--- src/design/lrm_pkg.sv ---
`default_nettype none
package lrm_pkg;
    // clock and timing
    localparam int CLK_PERIOD_NS = 50;
    localparam int POR_TIME_MS = 12;
    localparam int POR_CYCLES = (POR_TIME_MS * 1000000) / CLK_PERIOD_NS;
    localparam int RST_TIME_NS = 3000;
    localparam int RST_CYCLES = (RST_TIME_NS + CLK_PERIOD_NS - 1) / CLK_PERIOD_NS;
    // internal clock tick, one every eight system cycles
    localparam logic [2:0] TICK_LAST = 3'h7;

    // command bytes (C/D = 0, W/R = 0)
    localparam logic [7:0] CMD_SYS_RESET = 8'he2;
    localparam logic [7:0] CMD_DISP_MASK = 8'hfe;
    localparam logic [7:0] CMD_DISP_VAL = 8'hae;
    localparam logic [7:0] CMD_PWR_MASK = 8'hf8;
    localparam logic [7:0] CMD_PWR_VAL = 8'h28;
    localparam logic [7:0] CMD_GAIN_MASK = 8'hf8;
    localparam logic [7:0] CMD_GAIN_VAL = 8'h20;
    localparam logic [7:0] CMD_BIAS_MASK = 8'hfc;
    localparam logic [7:0] CMD_BIAS_VAL = 8'he8;
    localparam int DISP_EN_POS = 0;

    // register defaults
    localparam logic DISP_EN_RST = 1'b0;
    localparam logic [2:0] PWR_RST = 3'h0;
    localparam logic [2:0] GAIN_RST = 3'h0;
    localparam logic [1:0] BIAS_RST = 2'h0;
    localparam int CFG_W = 2;

    // status byte layout
    localparam int ST_BUSY_POS = 7;
    localparam int ST_RS_POS = 6;
    localparam int ST_MODE_POS = 4;

    typedef enum logic [1:0] {
        MODE_RESET = 2'b00,
        MODE_SLEEP = 2'b10,
        MODE_NORMAL = 2'b11
    } lrm_mode_e;

    typedef enum logic [1:0] {
        SEQ_IDLE = 2'b00,
        SEQ_POR = 2'b01,
        SEQ_RUN = 2'b10
    } lrm_seq_e;
endpackage
`default_nettype wire

--- src/design/lrm_rst_if.sv ---
`default_nettype none
interface lrm_rst_if;
    logic swReq;
    logic pinLow;
    logic resetRun;
    modport seq (input swReq, input pinLow, output resetRun);
    modport core (output swReq, output pinLow, input resetRun);
endinterface
`default_nettype wire

--- src/design/lrm_sync.sv ---
`default_nettype none
module lrm_sync #(
    parameter int WIDTH = 1
) (
    input wire logic clk,
    input wire logic rstn,
    input wire logic clkEn,
    input wire logic [WIDTH-1:0] asyncIn,
    output logic [WIDTH-1:0] syncOut
);
    genvar i;
    generate
        for (i = 0; i < WIDTH; i++) begin : g_bit
            logic stage1;
            logic stage2;
            always_ff @(posedge clk or negedge rstn) begin
                if (!rstn) begin
                    stage1 <= 1'b0;
                    stage2 <= 1'b0;
                end else if (clkEn) begin
                    stage1 <= asyncIn[i];
                    stage2 <= stage1;
                end
            end
            assign syncOut[i] = stage2;
        end
    endgenerate
endmodule
`default_nettype wire

--- src/design/lrm_reset_seq.sv ---
`default_nettype none
module lrm_reset_seq #(
    parameter int POR_CYCLES = lrm_pkg::POR_CYCLES
) (
    input wire logic clk,
    input wire logic rstn,
    input wire logic clkEn,
    lrm_rst_if.seq rif
);
    lrm_pkg::lrm_seq_e state;
    lrm_pkg::lrm_seq_e next_state;
    logic [31:0] cnt;
    logic [31:0] next_cnt;

    always_comb begin
        next_state = state;
        next_cnt = cnt;
        case (state)
            lrm_pkg::SEQ_POR: begin
                // supply settle wait, then the system reset proper
                if (cnt == 32'(POR_CYCLES - 1)) begin
                    next_state = lrm_pkg::SEQ_RUN;
                    next_cnt = 32'h0;
                end else begin
                    next_cnt = cnt + 32'h1;
                end
            end
            lrm_pkg::SEQ_RUN: begin
                if (rif.swReq || rif.pinLow) begin
                    next_cnt = 32'h0;
                end else if (cnt == 32'(lrm_pkg::RST_CYCLES - 1)) begin
                    next_state = lrm_pkg::SEQ_IDLE;
                    next_cnt = 32'h0;
                end else begin
                    next_cnt = cnt + 32'h1;
                end
            end
            lrm_pkg::SEQ_IDLE: begin
                if (rif.swReq || rif.pinLow) begin
                    next_state = lrm_pkg::SEQ_RUN;
                    next_cnt = 32'h0;
                end
            end
            default: begin
                next_state = lrm_pkg::SEQ_POR;
                next_cnt = 32'h0;
            end
        endcase
    end

    always_ff @(posedge clk or negedge rstn) begin
        if (!rstn) begin
            state <= lrm_pkg::SEQ_POR;
            cnt <= 32'h0;
        end else if (clkEn) begin
            state <= next_state;
            cnt <= next_cnt;
        end
    end

    assign rif.resetRun = (state != lrm_pkg::SEQ_IDLE);

    a_por_trigger: assert property (@(posedge clk) disable iff (!rstn)
        (state == lrm_pkg::SEQ_POR) && (cnt == 32'(POR_CYCLES - 1)) && clkEn
        |=> state == lrm_pkg::SEQ_RUN)
        else $error("power-on wait did not start system reset");

    a_source_reset: assert property (@(posedge clk) disable iff (!rstn)
        (rif.swReq || rif.pinLow) && clkEn |=> rif.resetRun && (cnt == 32'h0))
        else $error("reset source did not restart reset run");

    a_reset_length: assert property (@(posedge clk) disable iff (!rstn)
        $fell(rif.resetRun) |-> $past(cnt) == 32'(lrm_pkg::RST_CYCLES - 1))
        else $error("reset run ended with wrong length");
endmodule
`default_nettype wire

--- src/design/lrm_reset_mode_ctrl.sv ---
`default_nettype none
// Contract
// - after core power-up wait about 12 ms, then start system reset automatically
// - reset command or low reset pin also starts system reset
// - reset loads defaults; pin-configured registers reload from configuration pins
// - two-bit mode field: Reset 00, Sleep 10, Normal 11
// - reset-in-progress and busy flags stay one for the 3-5 us reset
// - while resetting only status read executes; other commands dropped
// - Normal runs clock, drivers, pump; Sleep all off; Reset only draining on
// - display enable command sets mode Normal when on, Sleep when off
// - only display enable and reset sources change mode; resets force 00
// - Sleep keeps capacitor charge; draining only in Reset mode
// - mode transitions take effect on internal clock edges only
// - drivers stay off after Sleep or Reset until voltages report ready
// - commands accepted back to back with no extra waits
// - each cycle carries command/data type and direction, 0 write 1 read
module lrm_reset_mode_ctrl #(
    parameter int POR_CYCLES = lrm_pkg::POR_CYCLES
) (
    input wire logic clk,
    input wire logic rstn,
    input wire logic clkEn,
    input wire logic resetPinN,
    input wire logic [lrm_pkg::CFG_W-1:0] cfgPins,
    input wire logic vlcdReady,
    input wire logic biasReady,
    input wire logic cmdValid,
    input wire logic cmdIsData,
    input wire logic cmdRead,
    input wire logic [7:0] cmdByte,
    output logic statusValid,
    output logic [7:0] statusByte,
    output logic ramWriteValid,
    output logic [7:0] ramWriteData,
    output logic [1:0] operatingMode,
    output logic resetInProgress,
    output logic busy,
    output logic clockRun,
    output logic driversOn,
    output logic pumpOn,
    output logic drainOn,
    output logic displayEnable,
    output logic [2:0] powerCtrl,
    output logic [2:0] gainCtrl,
    output logic [1:0] biasRatio,
    output logic [lrm_pkg::CFG_W-1:0] pinCfg
);
    localparam int SYNC_W = lrm_pkg::CFG_W + 3;

    lrm_rst_if rif ();

    logic [SYNC_W-1:0] syncVec;
    logic [lrm_pkg::CFG_W-1:0] cfgSync;
    logic pinLowSync;
    logic readyOk;

    // pins and analog ready levels come from outside the clock domain; the reset pin
    // goes in inverted so the cleared synchroniser reads as released, not as a reset
    lrm_sync #(
        .WIDTH(SYNC_W)
    ) u_sync (
        .clk(clk),
        .rstn(rstn),
        .clkEn(clkEn),
        .asyncIn({!resetPinN, vlcdReady, biasReady, cfgPins}),
        .syncOut(syncVec)
    );

    assign cfgSync = syncVec[lrm_pkg::CFG_W-1:0];
    assign readyOk = syncVec[lrm_pkg::CFG_W] && syncVec[lrm_pkg::CFG_W+1];
    assign pinLowSync = syncVec[lrm_pkg::CFG_W+2];

    lrm_reset_seq #(
        .POR_CYCLES(POR_CYCLES)
    ) u_seq (
        .clk(clk),
        .rstn(rstn),
        .clkEn(clkEn),
        .rif(rif)
    );

    // command decode
    logic accept;
    logic statusRead;
    logic ctrlWrite;
    logic dataWrite;
    logic sysResetCmd;
    logic dispCmd;

    assign resetInProgress = rif.resetRun;
    assign busy = rif.resetRun;
    assign accept = cmdValid && clkEn;
    assign statusRead = accept && !cmdIsData && cmdRead;
    // everything but the status read is dropped while a reset runs
    assign ctrlWrite = accept && !cmdIsData && !cmdRead && !resetInProgress;
    assign dataWrite = accept && cmdIsData && !cmdRead && !resetInProgress;
    assign sysResetCmd = ctrlWrite && (cmdByte == lrm_pkg::CMD_SYS_RESET);
    assign dispCmd = ctrlWrite && ((cmdByte & lrm_pkg::CMD_DISP_MASK) == lrm_pkg::CMD_DISP_VAL);

    assign rif.swReq = sysResetCmd;
    assign rif.pinLow = pinLowSync;

    // internal clock tick
    logic [2:0] divCnt;
    logic [2:0] next_divCnt;
    logic tickNow;

    assign tickNow = clkEn && (divCnt == lrm_pkg::TICK_LAST);

    always_comb begin
        next_divCnt = divCnt + 3'h1;
    end

    always_ff @(posedge clk or negedge rstn) begin
        if (!rstn) begin
            divCnt <= 3'h0;
        end else if (clkEn) begin
            divCnt <= next_divCnt;
        end
    end

    // control registers and the requested mode
    lrm_pkg::lrm_mode_e modeReq;
    lrm_pkg::lrm_mode_e next_modeReq;
    logic next_displayEnable;
    logic [2:0] next_powerCtrl;
    logic [2:0] next_gainCtrl;
    logic [1:0] next_biasRatio;
    logic [lrm_pkg::CFG_W-1:0] next_pinCfg;

    always_comb begin
        next_modeReq = modeReq;
        next_displayEnable = displayEnable;
        next_powerCtrl = powerCtrl;
        next_gainCtrl = gainCtrl;
        next_biasRatio = biasRatio;
        next_pinCfg = pinCfg;
        if (resetInProgress) begin
            next_modeReq = lrm_pkg::MODE_RESET;
            next_displayEnable = lrm_pkg::DISP_EN_RST;
            next_powerCtrl = lrm_pkg::PWR_RST;
            next_gainCtrl = lrm_pkg::GAIN_RST;
            next_biasRatio = lrm_pkg::BIAS_RST;
            next_pinCfg = cfgSync;
        end else if (dispCmd) begin
            next_displayEnable = cmdByte[lrm_pkg::DISP_EN_POS];
            next_modeReq = cmdByte[lrm_pkg::DISP_EN_POS] ? lrm_pkg::MODE_NORMAL
                                                         : lrm_pkg::MODE_SLEEP;
        end else if (ctrlWrite) begin
            // each write stands alone, so commands may follow every cycle
            if ((cmdByte & lrm_pkg::CMD_PWR_MASK) == lrm_pkg::CMD_PWR_VAL) begin
                next_powerCtrl = cmdByte[2:0];
            end
            if ((cmdByte & lrm_pkg::CMD_GAIN_MASK) == lrm_pkg::CMD_GAIN_VAL) begin
                next_gainCtrl = cmdByte[2:0];
            end
            if ((cmdByte & lrm_pkg::CMD_BIAS_MASK) == lrm_pkg::CMD_BIAS_VAL) begin
                next_biasRatio = cmdByte[1:0];
            end
        end
    end

    always_ff @(posedge clk or negedge rstn) begin
        if (!rstn) begin
            modeReq <= lrm_pkg::MODE_RESET;
            displayEnable <= lrm_pkg::DISP_EN_RST;
            powerCtrl <= lrm_pkg::PWR_RST;
            gainCtrl <= lrm_pkg::GAIN_RST;
            biasRatio <= lrm_pkg::BIAS_RST;
            pinCfg <= '0;
        end else if (clkEn) begin
            modeReq <= next_modeReq;
            displayEnable <= next_displayEnable;
            powerCtrl <= next_powerCtrl;
            gainCtrl <= next_gainCtrl;
            biasRatio <= next_biasRatio;
            pinCfg <= next_pinCfg;
        end
    end

    // applied mode and driver release
    lrm_pkg::lrm_mode_e modeCur;
    lrm_pkg::lrm_mode_e next_modeCur;
    logic driversReleased;
    logic next_driversReleased;

    always_comb begin
        next_modeCur = modeCur;
        next_driversReleased = driversReleased;
        // the request waits for the internal clock edge, so a burst of
        // display enable commands settles on the last one
        if (tickNow) begin
            next_modeCur = modeReq;
        end
        if (modeCur != lrm_pkg::MODE_NORMAL) begin
            next_driversReleased = 1'b0;
        end else if (readyOk) begin
            next_driversReleased = 1'b1;
        end
    end

    always_ff @(posedge clk or negedge rstn) begin
        if (!rstn) begin
            modeCur <= lrm_pkg::MODE_RESET;
            driversReleased <= 1'b0;
        end else if (clkEn) begin
            modeCur <= next_modeCur;
            driversReleased <= next_driversReleased;
        end
    end

    assign operatingMode = modeCur;
    assign clockRun = (modeCur == lrm_pkg::MODE_NORMAL);
    assign pumpOn = (modeCur == lrm_pkg::MODE_NORMAL);
    assign driversOn = (modeCur == lrm_pkg::MODE_NORMAL) && driversReleased;
    // sleep keeps the external charge for a fast wake-up
    assign drainOn = (modeCur == lrm_pkg::MODE_RESET);

    // host answers
    localparam int ST_BUSY = lrm_pkg::ST_BUSY_POS;
    localparam int ST_RS = lrm_pkg::ST_RS_POS;
    localparam int ST_MODE = lrm_pkg::ST_MODE_POS;
    logic next_statusValid;
    logic [7:0] next_statusByte;
    logic next_ramWriteValid;
    logic [7:0] next_ramWriteData;

    always_comb begin
        next_statusValid = statusRead;
        next_statusByte = statusByte;
        next_ramWriteValid = dataWrite;
        next_ramWriteData = ramWriteData;
        if (statusRead) begin
            next_statusByte = 8'h00;
            next_statusByte[ST_BUSY] = busy;
            next_statusByte[ST_RS] = resetInProgress;
            next_statusByte[ST_MODE+:2] = modeCur;
        end
        if (dataWrite) begin
            next_ramWriteData = cmdByte;
        end
    end

    always_ff @(posedge clk or negedge rstn) begin
        if (!rstn) begin
            statusValid <= 1'b0;
            statusByte <= 8'h00;
            ramWriteValid <= 1'b0;
            ramWriteData <= 8'h00;
        end else if (clkEn) begin
            statusValid <= next_statusValid;
            statusByte <= next_statusByte;
            ramWriteValid <= next_ramWriteValid;
            ramWriteData <= next_ramWriteData;
        end
    end

    a_defaults_reload: assert property (@(posedge clk) disable iff (!rstn)
        resetInProgress && clkEn |=> (powerCtrl == lrm_pkg::PWR_RST)
            && (gainCtrl == lrm_pkg::GAIN_RST) && !displayEnable
            && (pinCfg == $past(cfgSync)))
        else $error("registers not reloaded during reset");

    a_mode_encoding: assert property (@(posedge clk) disable iff (!rstn)
        operatingMode == 2'b00 || operatingMode == 2'b10 || operatingMode == 2'b11)
        else $error("illegal operating mode code");

    a_flags_together: assert property (@(posedge clk) disable iff (!rstn)
        busy == resetInProgress)
        else $error("busy and reset flags differ");

    a_drop_during_reset: assert property (@(posedge clk) disable iff (!rstn)
        accept && !cmdRead && resetInProgress |=> !ramWriteValid
            && (modeReq == lrm_pkg::MODE_RESET))
        else $error("command executed during reset");

    a_mode_outputs: assert property (@(posedge clk) disable iff (!rstn)
        (operatingMode == 2'b10) |-> !clockRun && !pumpOn && !driversOn && !drainOn)
        else $error("sleep mode outputs wrong");

    a_display_on: assert property (@(posedge clk) disable iff (!rstn || !clkEn)
        ctrlWrite && (cmdByte == 8'haf) |-> ##[1:10]
            (operatingMode == 2'b11 || resetInProgress))
        else $error("display on did not reach normal mode");

    a_reset_mode: assert property (@(posedge clk) disable iff (!rstn)
        resetInProgress && $past(resetInProgress) && tickNow |=> operatingMode == 2'b00)
        else $error("reset did not force mode 00");

    a_drain_reset: assert property (@(posedge clk) disable iff (!rstn)
        drainOn |-> operatingMode == 2'b00 && !pumpOn)
        else $error("draining outside reset mode");

    a_mode_on_tick: assert property (@(posedge clk) disable iff (!rstn)
        $changed(operatingMode) |-> $past(tickNow))
        else $error("mode changed off the internal clock edge");

    a_drivers_ready: assert property (@(posedge clk) disable iff (!rstn)
        $rose(driversOn) |-> $past(readyOk) || $past(driversReleased))
        else $error("drivers released before voltages ready");

    a_status_answer: assert property (@(posedge clk) disable iff (!rstn)
        statusRead |=> statusValid && (statusByte[ST_BUSY] == $past(busy))
            && (statusByte[ST_MODE+:2] == $past(operatingMode)))
        else $error("status read answer wrong");
endmodule
`default_nettype wire

--- config.mk ---
export PLATFORM = sky130hd
export DESIGN_NAME = lrm_reset_mode_ctrl
export DESIGN_NICKNAME = d
export VERILOG_FILES = /design/src/design/lrm_pkg.sv /design/src/design/lrm_rst_if.sv /design/src/design/lrm_sync.sv /design/src/design/lrm_reset_seq.sv /design/src/design/lrm_reset_mode_ctrl.sv
export SDC_FILE = /design/constraint.sdc
export NUM_CORES = 1
export LEC_CHECK = 0
export ABC_AREA = 1
export BUFFER_PORTS_ARGS = -buffer_cell sky130_fd_sc_hd__buf_2
export CORE_MARGIN = 5
export CORE_UTILIZATION = 60
export CTS_BUF_LIST = sky130_fd_sc_hd__clkbuf_2
export DETAILED_ROUTE_END_ITERATION = 10
export GPL_TIMING_DRIVEN = 0
export HOLD_SLACK_MARGIN = 0.02
export PLACE_DENSITY_LB_ADDON = 0.2
export SLEW_MARGIN = 10
export SYNTH_ARGS = -nofsm -noshare
export SYNTH_HDL_FRONTEND = slang
export SYNTH_SLANG_ARGS = --single-unit
export TNS_END_PERCENT = 20
--- constraint.sdc ---
create_clock -name clk -period 2.9 [get_ports clk]
set_input_delay 0.435 -clock clk [delete_from_list [all_inputs] [get_ports clk]]
set_output_delay 0.435 -clock clk [all_outputs]
set_load 0.02 [all_outputs]
==> flow_summary.ini, run 1 <==
[critical_path]
critical_path.reg2reg.endpoint = u_seq.cnt[29]
setup.reg_to_reg.worst_slack_ps = 520
worstSetupPathType = register to register
r2r-start = u_seq.state[0]
reg2regPathDepth = 13
end_kind = register
critical_path.startpoint_type = register
data_arrival_time_of_the_critical_path_ps = 2860
crit_path_required_time_ps = 3380
worst-path-max-fanout = 10

[power_and_ir_drop]
relative_contribution_of_combinational_cells_to_total_power_pct = 37.5
power.total_uw = 3160
pwr-share-clk_pct = 19.7
switchingPower_uw = 1350
design_internal_power_uw = 1810
irDropWorstVdd_uv = 374
swShare_pct = 42.7
p_per_area_nw_per_um2 = 603
seq_power_share_pct = 42.7
power_leakage_uw = 0.00276

[drt]
drc = 0
via_per_inst = 5.40
totalWireLength_mm = 12.1
final_antenna_net_count = 0
routed-via-count = 4610
wire_per_inst_um = 14.2
initialDrtViolationCount = 260
drt-pass1-iter-count = 5

[min_path]
timing.hold.worst.start = cfgPins[1]
timing.hold.worst_path_depth = 3
hold_path_class = input pin to register
worst_hold_path.endpoint = u_sync.g_bit[1].stage1

[sta]
max_clock_freq_mhz = 421
finalMaxSlewViolations = 0
period_needed_ps = 2380
tightestPinTransition_ps = 640
finalHoldViolations = 0
setup_violations = 0
final.period_utilization_pct = 82.0
grt_setup_unrepaired = no
slew_headroom_pct = 57.2
hold-worst-slack_ps = 75.7
setup_slack_of_the_critical_path_after_layout_ps = 522
fin_worst_skew_ps = 41.7
finalSetupTns_ps = 0

[floorplan]
std_cell_rows = 32
placeableCoreArea_um2 = 7690
starting_utilization_of_the_core_area_pct = 61.0
die_w_um = 98.4
die_y_um = 98.4
ioPinCount = 56
dieArea_um2 = 9680

[synth]
post-synth-top-area-fraction_pct = 39.5
cell_taking_the_most_area_after_synthesis = dfrtp_1
synth.lib_cells_used.distinct = 35
synth_seq_area_share_pct = 40.1
netlist_area_um2 = 4690
yosys_warnings = 0
yosys_register_bits = 75
synth.avg_cell_area_um2 = 6.90
syn-instance-count = 679
synth_area_leaders = dfrtp_1 (40%), nand2_1 (20%), nand3_1 (6.6%)

[global_routing]
first_global_vias = 4255
grt_max_degree = 39
grt_first_pass_wirelength_mm = 20.3
gr-total-overflow = 0
antenna_found_initial = 0
grt_util_all_layers_pct = 25.7

[clock_tree]
clkSinkCount = 75
path_clk_slew_ps = 230
clockRootBuffer = clkbuf_2
clock_latency_reported_for_the_late_side_of_the_worst_skew_pair_ps = 540
cts.path.max_buffers = 2
tritoncts = yes
ctsHtreeMaxLevel = 3
number_of_buffers_created_by_cts = 9

[placed_design]
dp_slack_ps = 569
numPortBuffers = 51
dp_hpwl_mm = 9.14
gp_routability_congestion = 1.01

[layout]
leading_cell_type_in_the_layout_fill_and_taps_excluded = nand2_1
num-fill-cells = 675
syn_to_final_growth_pct = 11.7
antennaDiodeCount = 0
final_core_util_pct = 68.1
nets = 772
final_cell_mix = nand2_1 (253), dfrtp_1 (74), nor2_1 (70), inv_1 (66), nand3_1 (62)
fraction_of_layout_instances_using_a_drive_strength_above_1_pct = 15.0

[status]
outcome = completed

[run]
timing.max_cap.violations = 0
## layer usage
layer  global-route usage, %  vias up  wire length, µm
met5                       0        -                0
met1                    37.4     2133             5570
met2                    38.7      167             5390
li1                        -     2286                -
met3                    5.00       24              925
met4                    8.72        0              216
## worst max-delay path by stage
stage	cells after the start	slack (ps)	startpoint	to
final	13	520	u_seq.state[0]	u_seq.cnt[29]
after global routing	13	350	u_seq.state[0]	u_seq.cnt[31]
after CTS	13	550	u_seq.state[0]	u_seq.cnt[29]
after detailed placement	13	570	u_seq.state[0]	u_seq.cnt[29]
after global placement	13	640	u_seq.state[0]	u_seq.cnt[7]
after floorplan	15	940	u_seq.state[0]	u_seq.cnt[10]
## power by group through the flow
stage / clock network [µW] / logic, µW / registers (µW)
after floorplan: 0 / 603 / 1540
after global placement: 0 / 1150 / 1360
after detailed placement: 0 / 1180 / 1370
after CTS: 637 / 1190 / 1350
after global routing: 684 / 1300 / 1370
final: 624 / 1180 / 1350
## kinds of logic (layout without fill, tap and decap cells)
logic type	after synthesis	in the layout	share of synthesized area [%]
other	1	4	0.0800
XOR/XNOR	12	12	2.40
buffers and inverters	97	166	9.16
AO/OA/AOI/OAI	42	42	4.59
AND/OR/NAND/NOR	444	444	41.6
flip-flops	75	75	40.1
adder cells (fa/ha/maj)	7	7	1.87
multiplexers	1	1	0.240
## layout make-up
class                           instances  area (µm²)  share of cell area, %
Multi-Input combinational cell        510        2390                   45.7
Sequential cell                        75        1880                   35.9
Timing Repair Buffer                   53         288                   5.50
Inverter                               69         262                   4.99
Buffer                                 28         168                   3.20
Tap cell                              102         128                   2.44
Clock inverter                          6        72.6                   1.39
Clock buffer                           10        50.0                  0.956
## metrics by stage
step	std cells	cell area, µm²
after floorplan	682	4700
after global placement	835	5080
after detailed placement	836	5100
after CTS	853	5240
after global routing	853	5240
final	853	5240
## worst max-delay path, cell delays in order (launching register included)
cell	delay, ps
dfstp_2	600
inv_1	60
ha_1	200
buf_6	150
inv_4	80
nor2_4	40
nand2_2	80
nor2_4	60
nor2_8	180
nand2_4	70
nand2_4	90
clkbuf_1	490
nand2_1	150
nand2_1	110
## state kept, by name, indices dropped and copies added (netlist names), 2 cells and up
name / count
u_seq.state: 2
divCnt: 3
pinCfg: 2
powerCtrl: 3
biasRatio: 2
u_seq.cnt: 32
u_sync.g_bit.stage2: 5
gainCtrl: 3
u_sync.g_bit.stage1: 5
ramWriteData: 8
statusByte: 3
modeReq: 2
operatingMode: 2
## cells in the mapped netlist
cell,n
conb_1,1
a21oi_1,6
nand2_1,253
buf_2,8
clkbuf_1,9
nor2_8,1
xor2_1,11
nor3_1,5
nand3_1,62
clkinv_1,1
dfstp_2,1
inv_4,1
nor2_4,4
nor4_1,2
o21ai_1,1
nor3b_1,1
xor2_2,1
o22ai_1,1
buf_6,2
buf_8,1
a21oi_2,1
o21ai_0,33
nand2_2,7
nor2_2,2
buf_4,7
inv_2,1
nand2_4,2
nand4_1,30
nand3_2,5
buf_1,1
mux2_2,1
inv_1,66
ha_1,7
nor2_1,70
dfrtp_1,74
## timing repair
item	CTS	global route
endpoints found under the hold margin	36	0
gates resized for setup	0	0
hold buffers	1	0
buffers inserted	0	0
Power figures use the tool's default switching activity.
==> inputs of run 2 (changes only) <==
--- a/config.mk
+++ b/config.mk
@@ -5,10 +5,10 @@
 export SDC_FILE = /design/constraint.sdc
 export NUM_CORES = 1
 export LEC_CHECK = 0
-export ABC_AREA = 1
+export ABC_AREA = 0
 export BUFFER_PORTS_ARGS = -buffer_cell sky130_fd_sc_hd__buf_2
 export CORE_MARGIN = 5
-export CORE_UTILIZATION = 60
+export CORE_UTILIZATION = 59
 export CTS_BUF_LIST = sky130_fd_sc_hd__clkbuf_2
 export DETAILED_ROUTE_END_ITERATION = 10
 export GPL_TIMING_DRIVEN = 0
==> constraint.sdc (replaced) <==
create_clock -name clk -period 2.5 [get_ports clk]
set_input_delay 0.375 -clock clk [delete_from_list [all_inputs] [get_ports clk]]
set_output_delay 0.375 -clock clk [all_outputs]
set_load 0.02 [all_outputs]
==> flow_summary.ini, run 2 <==
[synth]
cell_taking_the_most_area_after_synthesis = dfrtp_1
dominant_cell_by_count_in_the_synthesized_netlist = dfrtp_1
synth.avg_cell_area_um2 = 10.2
synth_area_leaders = dfrtp_1 (48%), mux2_2 (7.3%), a22o_1 (4.1%)
syn-instance-count = 381
yosys_warnings = 0
ys_async_sr_fraction_pct = 100
synth-main-ff-cell = dfrtp_1
synth.lib_cells_used.distinct = 58
post_synth_most_frequent_cells = dfrtp_1 (74), nand2_1 (39), nor2_1 (26), mux2_2 (25), nand3_1 (24)
synth_seq_area_share_pct = 48.4
yosys_register_bits = 75
number_of_flops_mapped_to_enable_cells_by_yosys = 0
post-synth-top-area-fraction_pct = 47.7
netlist_area_um2 = 3880

[sta]
finalMaxSlewViolations = 0
grt_setup_unrepaired = yes
fin_worst_skew_ps = 18.1
setup_violations = 0
setup_slack_of_the_critical_path_after_layout_ps = 6.40
slew_headroom_pct = 54.1
tightestPinTransition_ps = 683
final.period_utilization_pct = 99.7
period_needed_ps = 2490
max_clock_freq_mhz = 401
finalHoldViolations = 0

[critical_path]
end_kind = register
data_arrival_time_of_the_critical_path_ps = 2970
worstSetupPathType = register to register
critical_path.startpoint_type = register
worst-path-max-fanout = 10
crit_path_required_time_ps = 2980
largest_stage_delay_on_the_critical_path_ps = 600
reg2regPathDepth = 9
critical_path.slowest_cell = dfstp_2
critical_path.cell_chain = inv_1 -> ha_4 -> and2_1 -> a41o_1 -> a311oi_4 -> o21ai_2 -> clkbuf_8 -> or4_1 -> nand3_1

[layout]
largestRegisters = u_seq.cnt (32), ramWriteData (8)
area.sequential_um2 = 1880
post_layout_nonfiller_instances = 533
regMostFlops = u_seq.cnt
num-fill-cells = 498
antennaDiodeCount = 0
nets = 477
syn_to_final_growth_pct = 16.1
final_cell_mix = dfrtp_1 (73), buf_2 (51), nand2_1 (39), nor2_1 (26), mux2_2 (25)
leading_cell_type_in_the_layout_fill_and_taps_excluded = dfrtp_1
combined_area_of_the_multi_input_logic_cells_um2 = 1900
largest_reg_flops = 32
fraction_of_layout_instances_using_a_drive_strength_above_1_pct = 27.2
post_route_cell_area_um2 = 4510

[placed_design]
dp_hpwl_mm = 6.46
gp_routability_congestion = 0.859
dpl-instance-area_um2 = 4260
numPortBuffers = 50
dp_slack_ps = -235
dp_cells = 512

[global_routing]
first_global_vias = 3253
grt_max_degree = 39
grt_util_all_layers_pct = 22.5
gr-total-overflow = 0
antenna_found_initial = 0
grt_first_pass_wirelength_mm = 15.1

[drt]
drc = 0
initialDrtViolationCount = 206
drt-pass1-iter-count = 5
routed-via-count = 3309
totalWireLength_mm = 9.08
wire_per_inst_um = 17.0
via_per_inst = 6.21
final_antenna_net_count = 0

[clock_tree]
clkSinkCount = 75
tritoncts = yes
number_of_buffers_created_by_cts = 9
postCtsSetupBuffers = 0
cts.path.max_buffers = 2
path_clk_slew_ps = 220
clock_latency_reported_for_the_late_side_of_the_worst_skew_pair_ps = 530
clockRootBuffer = clkbuf_2
ctsHtreeMaxLevel = 3

[status]
outcome = completed

[min_path]
hold_path_class = input pin to register
timing.hold.worst_path_depth = 2

[power_and_ir_drop]
irDropWorstVdd_uv = 333
power_leakage_uw = 0.00218
p_per_area_nw_per_um2 = 528

[floorplan]
dieArea_um2 = 8300
ioPinCount = 56
std_cell_rows = 29
placeableCoreArea_um2 = 6390
starting_utilization_of_the_core_area_pct = 60.8
die_w_um = 91.1
die_y_um = 91.1

[run]
timing.max_cap.violations = 0
-- run 2: cell families (layout without fill, tap and decap cells) --
logic type,count (synthesis),count (layout),synth area share (%)
and+or+nand+nor,147,147,19.6
other,1,4,0.0966
muxes,30,30,8.54
adders and majority gates,7,7,2.26
DFF,75,75,48.4
AOI/OAI and AO/OA,88,88,16.6
buffers and inverters,32,104,4.38
xor gates and xnor gates,1,1,0.226
-- run 2: area by class of cell --
class                      count  area share (%)
buffer                        19            3.05
clock buffer                  10            1.11
clock inverter                 6            1.44
inverter                      12            1.08
multi-input combinational    277            42.1
sequential                    75            41.7
tap                           77            2.14
timing repair buffer          57            7.38
-- run 2: report_power, final --
group	switching, µW	internal [µW]
sequential	42.6	1280
combinational	207	166
clock	444	237
-- run 2: path summary, 6_finish.rpt --
check | to | slack [ps] | start
max | u_seq.cnt[26] | 6 | u_seq.state[0]
min | ramWriteData[6] | 100 | cmdByte[6]
max reg2reg | u_seq.cnt[26] | 6 | u_seq.state[0]
min reg2reg | divCnt[0] | 500 | divCnt[0]
max in group asynchronous | u_seq.cnt[6] | 1600 | rstn
min in group asynchronous | u_sync.g_bit[3].stage1 | 300 | rstn
-- run 2: critical path: cells and delay by family, from the launching register on --
kind | cells | cell delay [ps]
and+or+nand+nor | 3 | 730
adders and majority gates | 1 | 190
AOI/OAI and AO/OA | 3 | 670
buffers and inverters | 2 | 280
DFF | 1 | 600
-- run 2: timing repair --
action                     CTS  global route
hold endpoints to repair    37             4
setup endpoints to repair   13            24
pin swaps                    2             2
hold buffers                 2             4
resized for setup            6            10
-- run 2: metrics by stage --
step / setup TNS, ps / utilization, % / total power [µW] / hold slack [ps]
floorplan: 0 / - / 1570 / 79.4
global placement: -1360 / 66.4 / 1680 / 459
detailed placement: -2280 / 66.8 / 1700 / 373
CTS: 0 / 69.3 / 2390 / 35.5
global route: -55.9 / 70.6 / 2520 / 43.2
finish: 0 / 70.6 / 2380 / 101
-- run 2: per-layer routing --
layer	GRT usage [%]	part of all wire, %	wire length [µm]	vias up
li1	-	-	-	1536
met1	26.7	41	3730	1639
met2	37.5	50	4540	117
met3	6.36	7.0	637	17
met4	11.0	1.9	170	0
met5	0	0	0	-
==> inputs of run 3 (changes only) <==
--- a/config.mk
+++ b/config.mk
@@ -5,10 +5,10 @@
 export SDC_FILE = /design/constraint.sdc
 export NUM_CORES = 1
 export LEC_CHECK = 0
-export ABC_AREA = 0
+export ABC_AREA = 1
 export BUFFER_PORTS_ARGS = -buffer_cell sky130_fd_sc_hd__buf_2
 export CORE_MARGIN = 5
-export CORE_UTILIZATION = 59
+export CORE_UTILIZATION = 60
 export CTS_BUF_LIST = sky130_fd_sc_hd__clkbuf_2
 export DETAILED_ROUTE_END_ITERATION = 10
 export GPL_TIMING_DRIVEN = 0
==> flow_summary.ini, run 3 (synthesis results as in run 1) <==
[layout]
syn_to_final_growth_pct = 13.5
final_cell_mix = nand2_1 (253), dfrtp_1 (74), nor2_1 (70), inv_1 (66), nand3_1 (62)
largestRegisters = u_seq.cnt (32), ramWriteData (8)
fraction_of_layout_instances_using_a_drive_strength_above_1_pct = 15.0
antennaDiodeCount = 0
regMostFlops = u_seq.cnt
largest_reg_flops = 32
nets = 780
leading_cell_type_in_the_layout_fill_and_taps_excluded = nand2_1

[sta]
finalSetupTns_ps = 0
fin_worst_skew_ps = 39.5
hold-worst-slack_ps = 76.5
setup_violations = 0
period_needed_ps = 2260
setup_slack_of_the_critical_path_after_layout_ps = 239
grt_setup_unrepaired = no
finalMaxSlewViolations = 0
final.period_utilization_pct = 90.4
finalHoldViolations = 0
max_clock_freq_mhz = 442
tightestPinTransition_ps = 616
slew_headroom_pct = 58.8

[critical_path]
reg2regPathDepth = 10
critical_path.cell_chain = ha_1 -> inv_1 -> nor2_4 -> nand3_1 -> nor2_1 -> nand2_2 -> nand2_2 -> nand2_2 -> nand2_2 -> a21oi_1
crit_path_required_time_ps = 2940
end_kind = register
worstSetupPathType = register to register
timing.critical_path.from = u_seq.cnt[0]
critical_path.startpoint_type = register
critical_path.reg2reg.endpoint = u_seq.cnt[3]
r2r-start = u_seq.cnt[0]
setup.reg_to_reg.worst_slack_ps = 240
critical_path.slowest_cell = dfrtp_1
crit_top_cell = nand2_2
largest_stage_delay_on_the_critical_path_ps = 510
worst-path-max-fanout = 10
data_arrival_time_of_the_critical_path_ps = 2700

[placed_design]
gp_routability_congestion = 1.01
dp_slack_ps = 169
dp_hpwl_mm = 9.14
numPortBuffers = 51

[clock_tree]
clkSinkCount = 75
ctsHtreeMaxLevel = 3
cts.path.max_buffers = 2
postCtsSetupBuffers = 0
clockRootBuffer = clkbuf_2
number_of_buffers_created_by_cts = 9
tritoncts = yes
clock_latency_reported_for_the_late_side_of_the_worst_skew_pair_ps = 540
path_clk_slew_ps = 240

[global_routing]
grt_util_all_layers_pct = 25.9
first_global_vias = 4295
grt_first_pass_wirelength_mm = 20.5
grt_max_degree = 39
gr-total-overflow = 0
antenna_found_initial = 0

[min_path]
hold_path_class = input pin to register
worst_hold_path.endpoint = ramWriteData[7]
timing.hold.worst.start = cmdByte[7]
timing.hold.worst_path_depth = 3

[drt]
totalWireLength_mm = 12.2
via_per_inst = 5.39
wire_per_inst_um = 14.1
routed-via-count = 4639
final_antenna_net_count = 0
drc = 0
initialDrtViolationCount = 342
drt-pass1-iter-count = 5

[floorplan]
placeableCoreArea_um2 = 7690
dieArea_um2 = 9680
std_cell_rows = 32
ioPinCount = 56
die_w_um = 98.4
die_y_um = 98.4
starting_utilization_of_the_core_area_pct = 61.0

[power_and_ir_drop]
pwr-share-clk_pct = 19.7
seq_power_share_pct = 42.6
design_internal_power_uw = 2110
swShare_pct = 42.6
power.total_uw = 3670
irDropWorstVdd_uv = 434
relative_contribution_of_combinational_cells_to_total_power_pct = 37.7
switchingPower_uw = 1570
p_per_area_nw_per_um2 = 691
power_leakage_uw = 0.00280

[run]
timing.max_cap.violations = 0

[status]
outcome = completed
run 3: worst max-delay path: cells and delay by family, from the launching register on:
family,cells,cell delay [ps]
compound gates,1,90
fa+ha+maj,1,350
buf+inv,1,130
flops,1,510
simple gates,7,1100
run 3: metrics by stage:
step                cell area (µm²)  utilization [%]  std cells
floorplan                      4700                -        682
global placement               5080             66.1        835
detailed placement             5100             66.4        836
CTS                            5300             68.9        859
global route                   5320             69.2        861
finish                         5320             69.2        861
run 3: timing repair:
item / 4_1_cts / 5_1_grt
endpoints found under the hold margin: 42 / 2
endpoints found under the setup margin: 0 / 7
gates resized for setup: 0 / 2
hold buffers: 7 / 2
run 3: cell type report:
cell class / instances / area (µm²)
tap: 102 / 128
sequential: 75 / 1880
fill: 664 / 2370
multi-input combinational: 510 / 2390
clock inverter: 6 / 72.6
inverter: 69 / 262
clock buffer: 10 / 50.0
buffer: 28 / 169
timing repair buffer: 61 / 368
run 3: how the worst max path moves through the flow:
| stage | end | depth (start not counted) | slack (ps) |
|---|---|---|---|
| after floorplan | u_seq.cnt[10] | 15 | 540 |
| after global placement | u_seq.cnt[7] | 13 | 240 |
| after detailed placement | u_seq.cnt[29] | 13 | 170 |
| after CTS | u_seq.cnt[29] | 13 | 150 |
| after global routing | u_seq.cnt[3] | 10 | 20 |
| final | u_seq.cnt[3] | 10 | 240 |
run 3: power groups by stage:
stage / combinational, µW / sequential (µW) / clock [µW]
after floorplan: 699 / 1780 / 0
after global placement: 1330 / 1580 / 0
after detailed placement: 1370 / 1590 / 0
after CTS: 1380 / 1560 / 739
after global routing: 1520 / 1590 / 794
final: 1390 / 1570 / 724
run 3: layer usage:
layer	share of wire, %	vias to the layer above	wire (µm)	global-route usage (%)
li1	-	2299	-	-
met1	46	2152	5610	37.5
met2	45	164	5480	39.0
met3	7.2	24	882	5.07
met4	1.6	0	196	9.03
met5	0	-	0	0
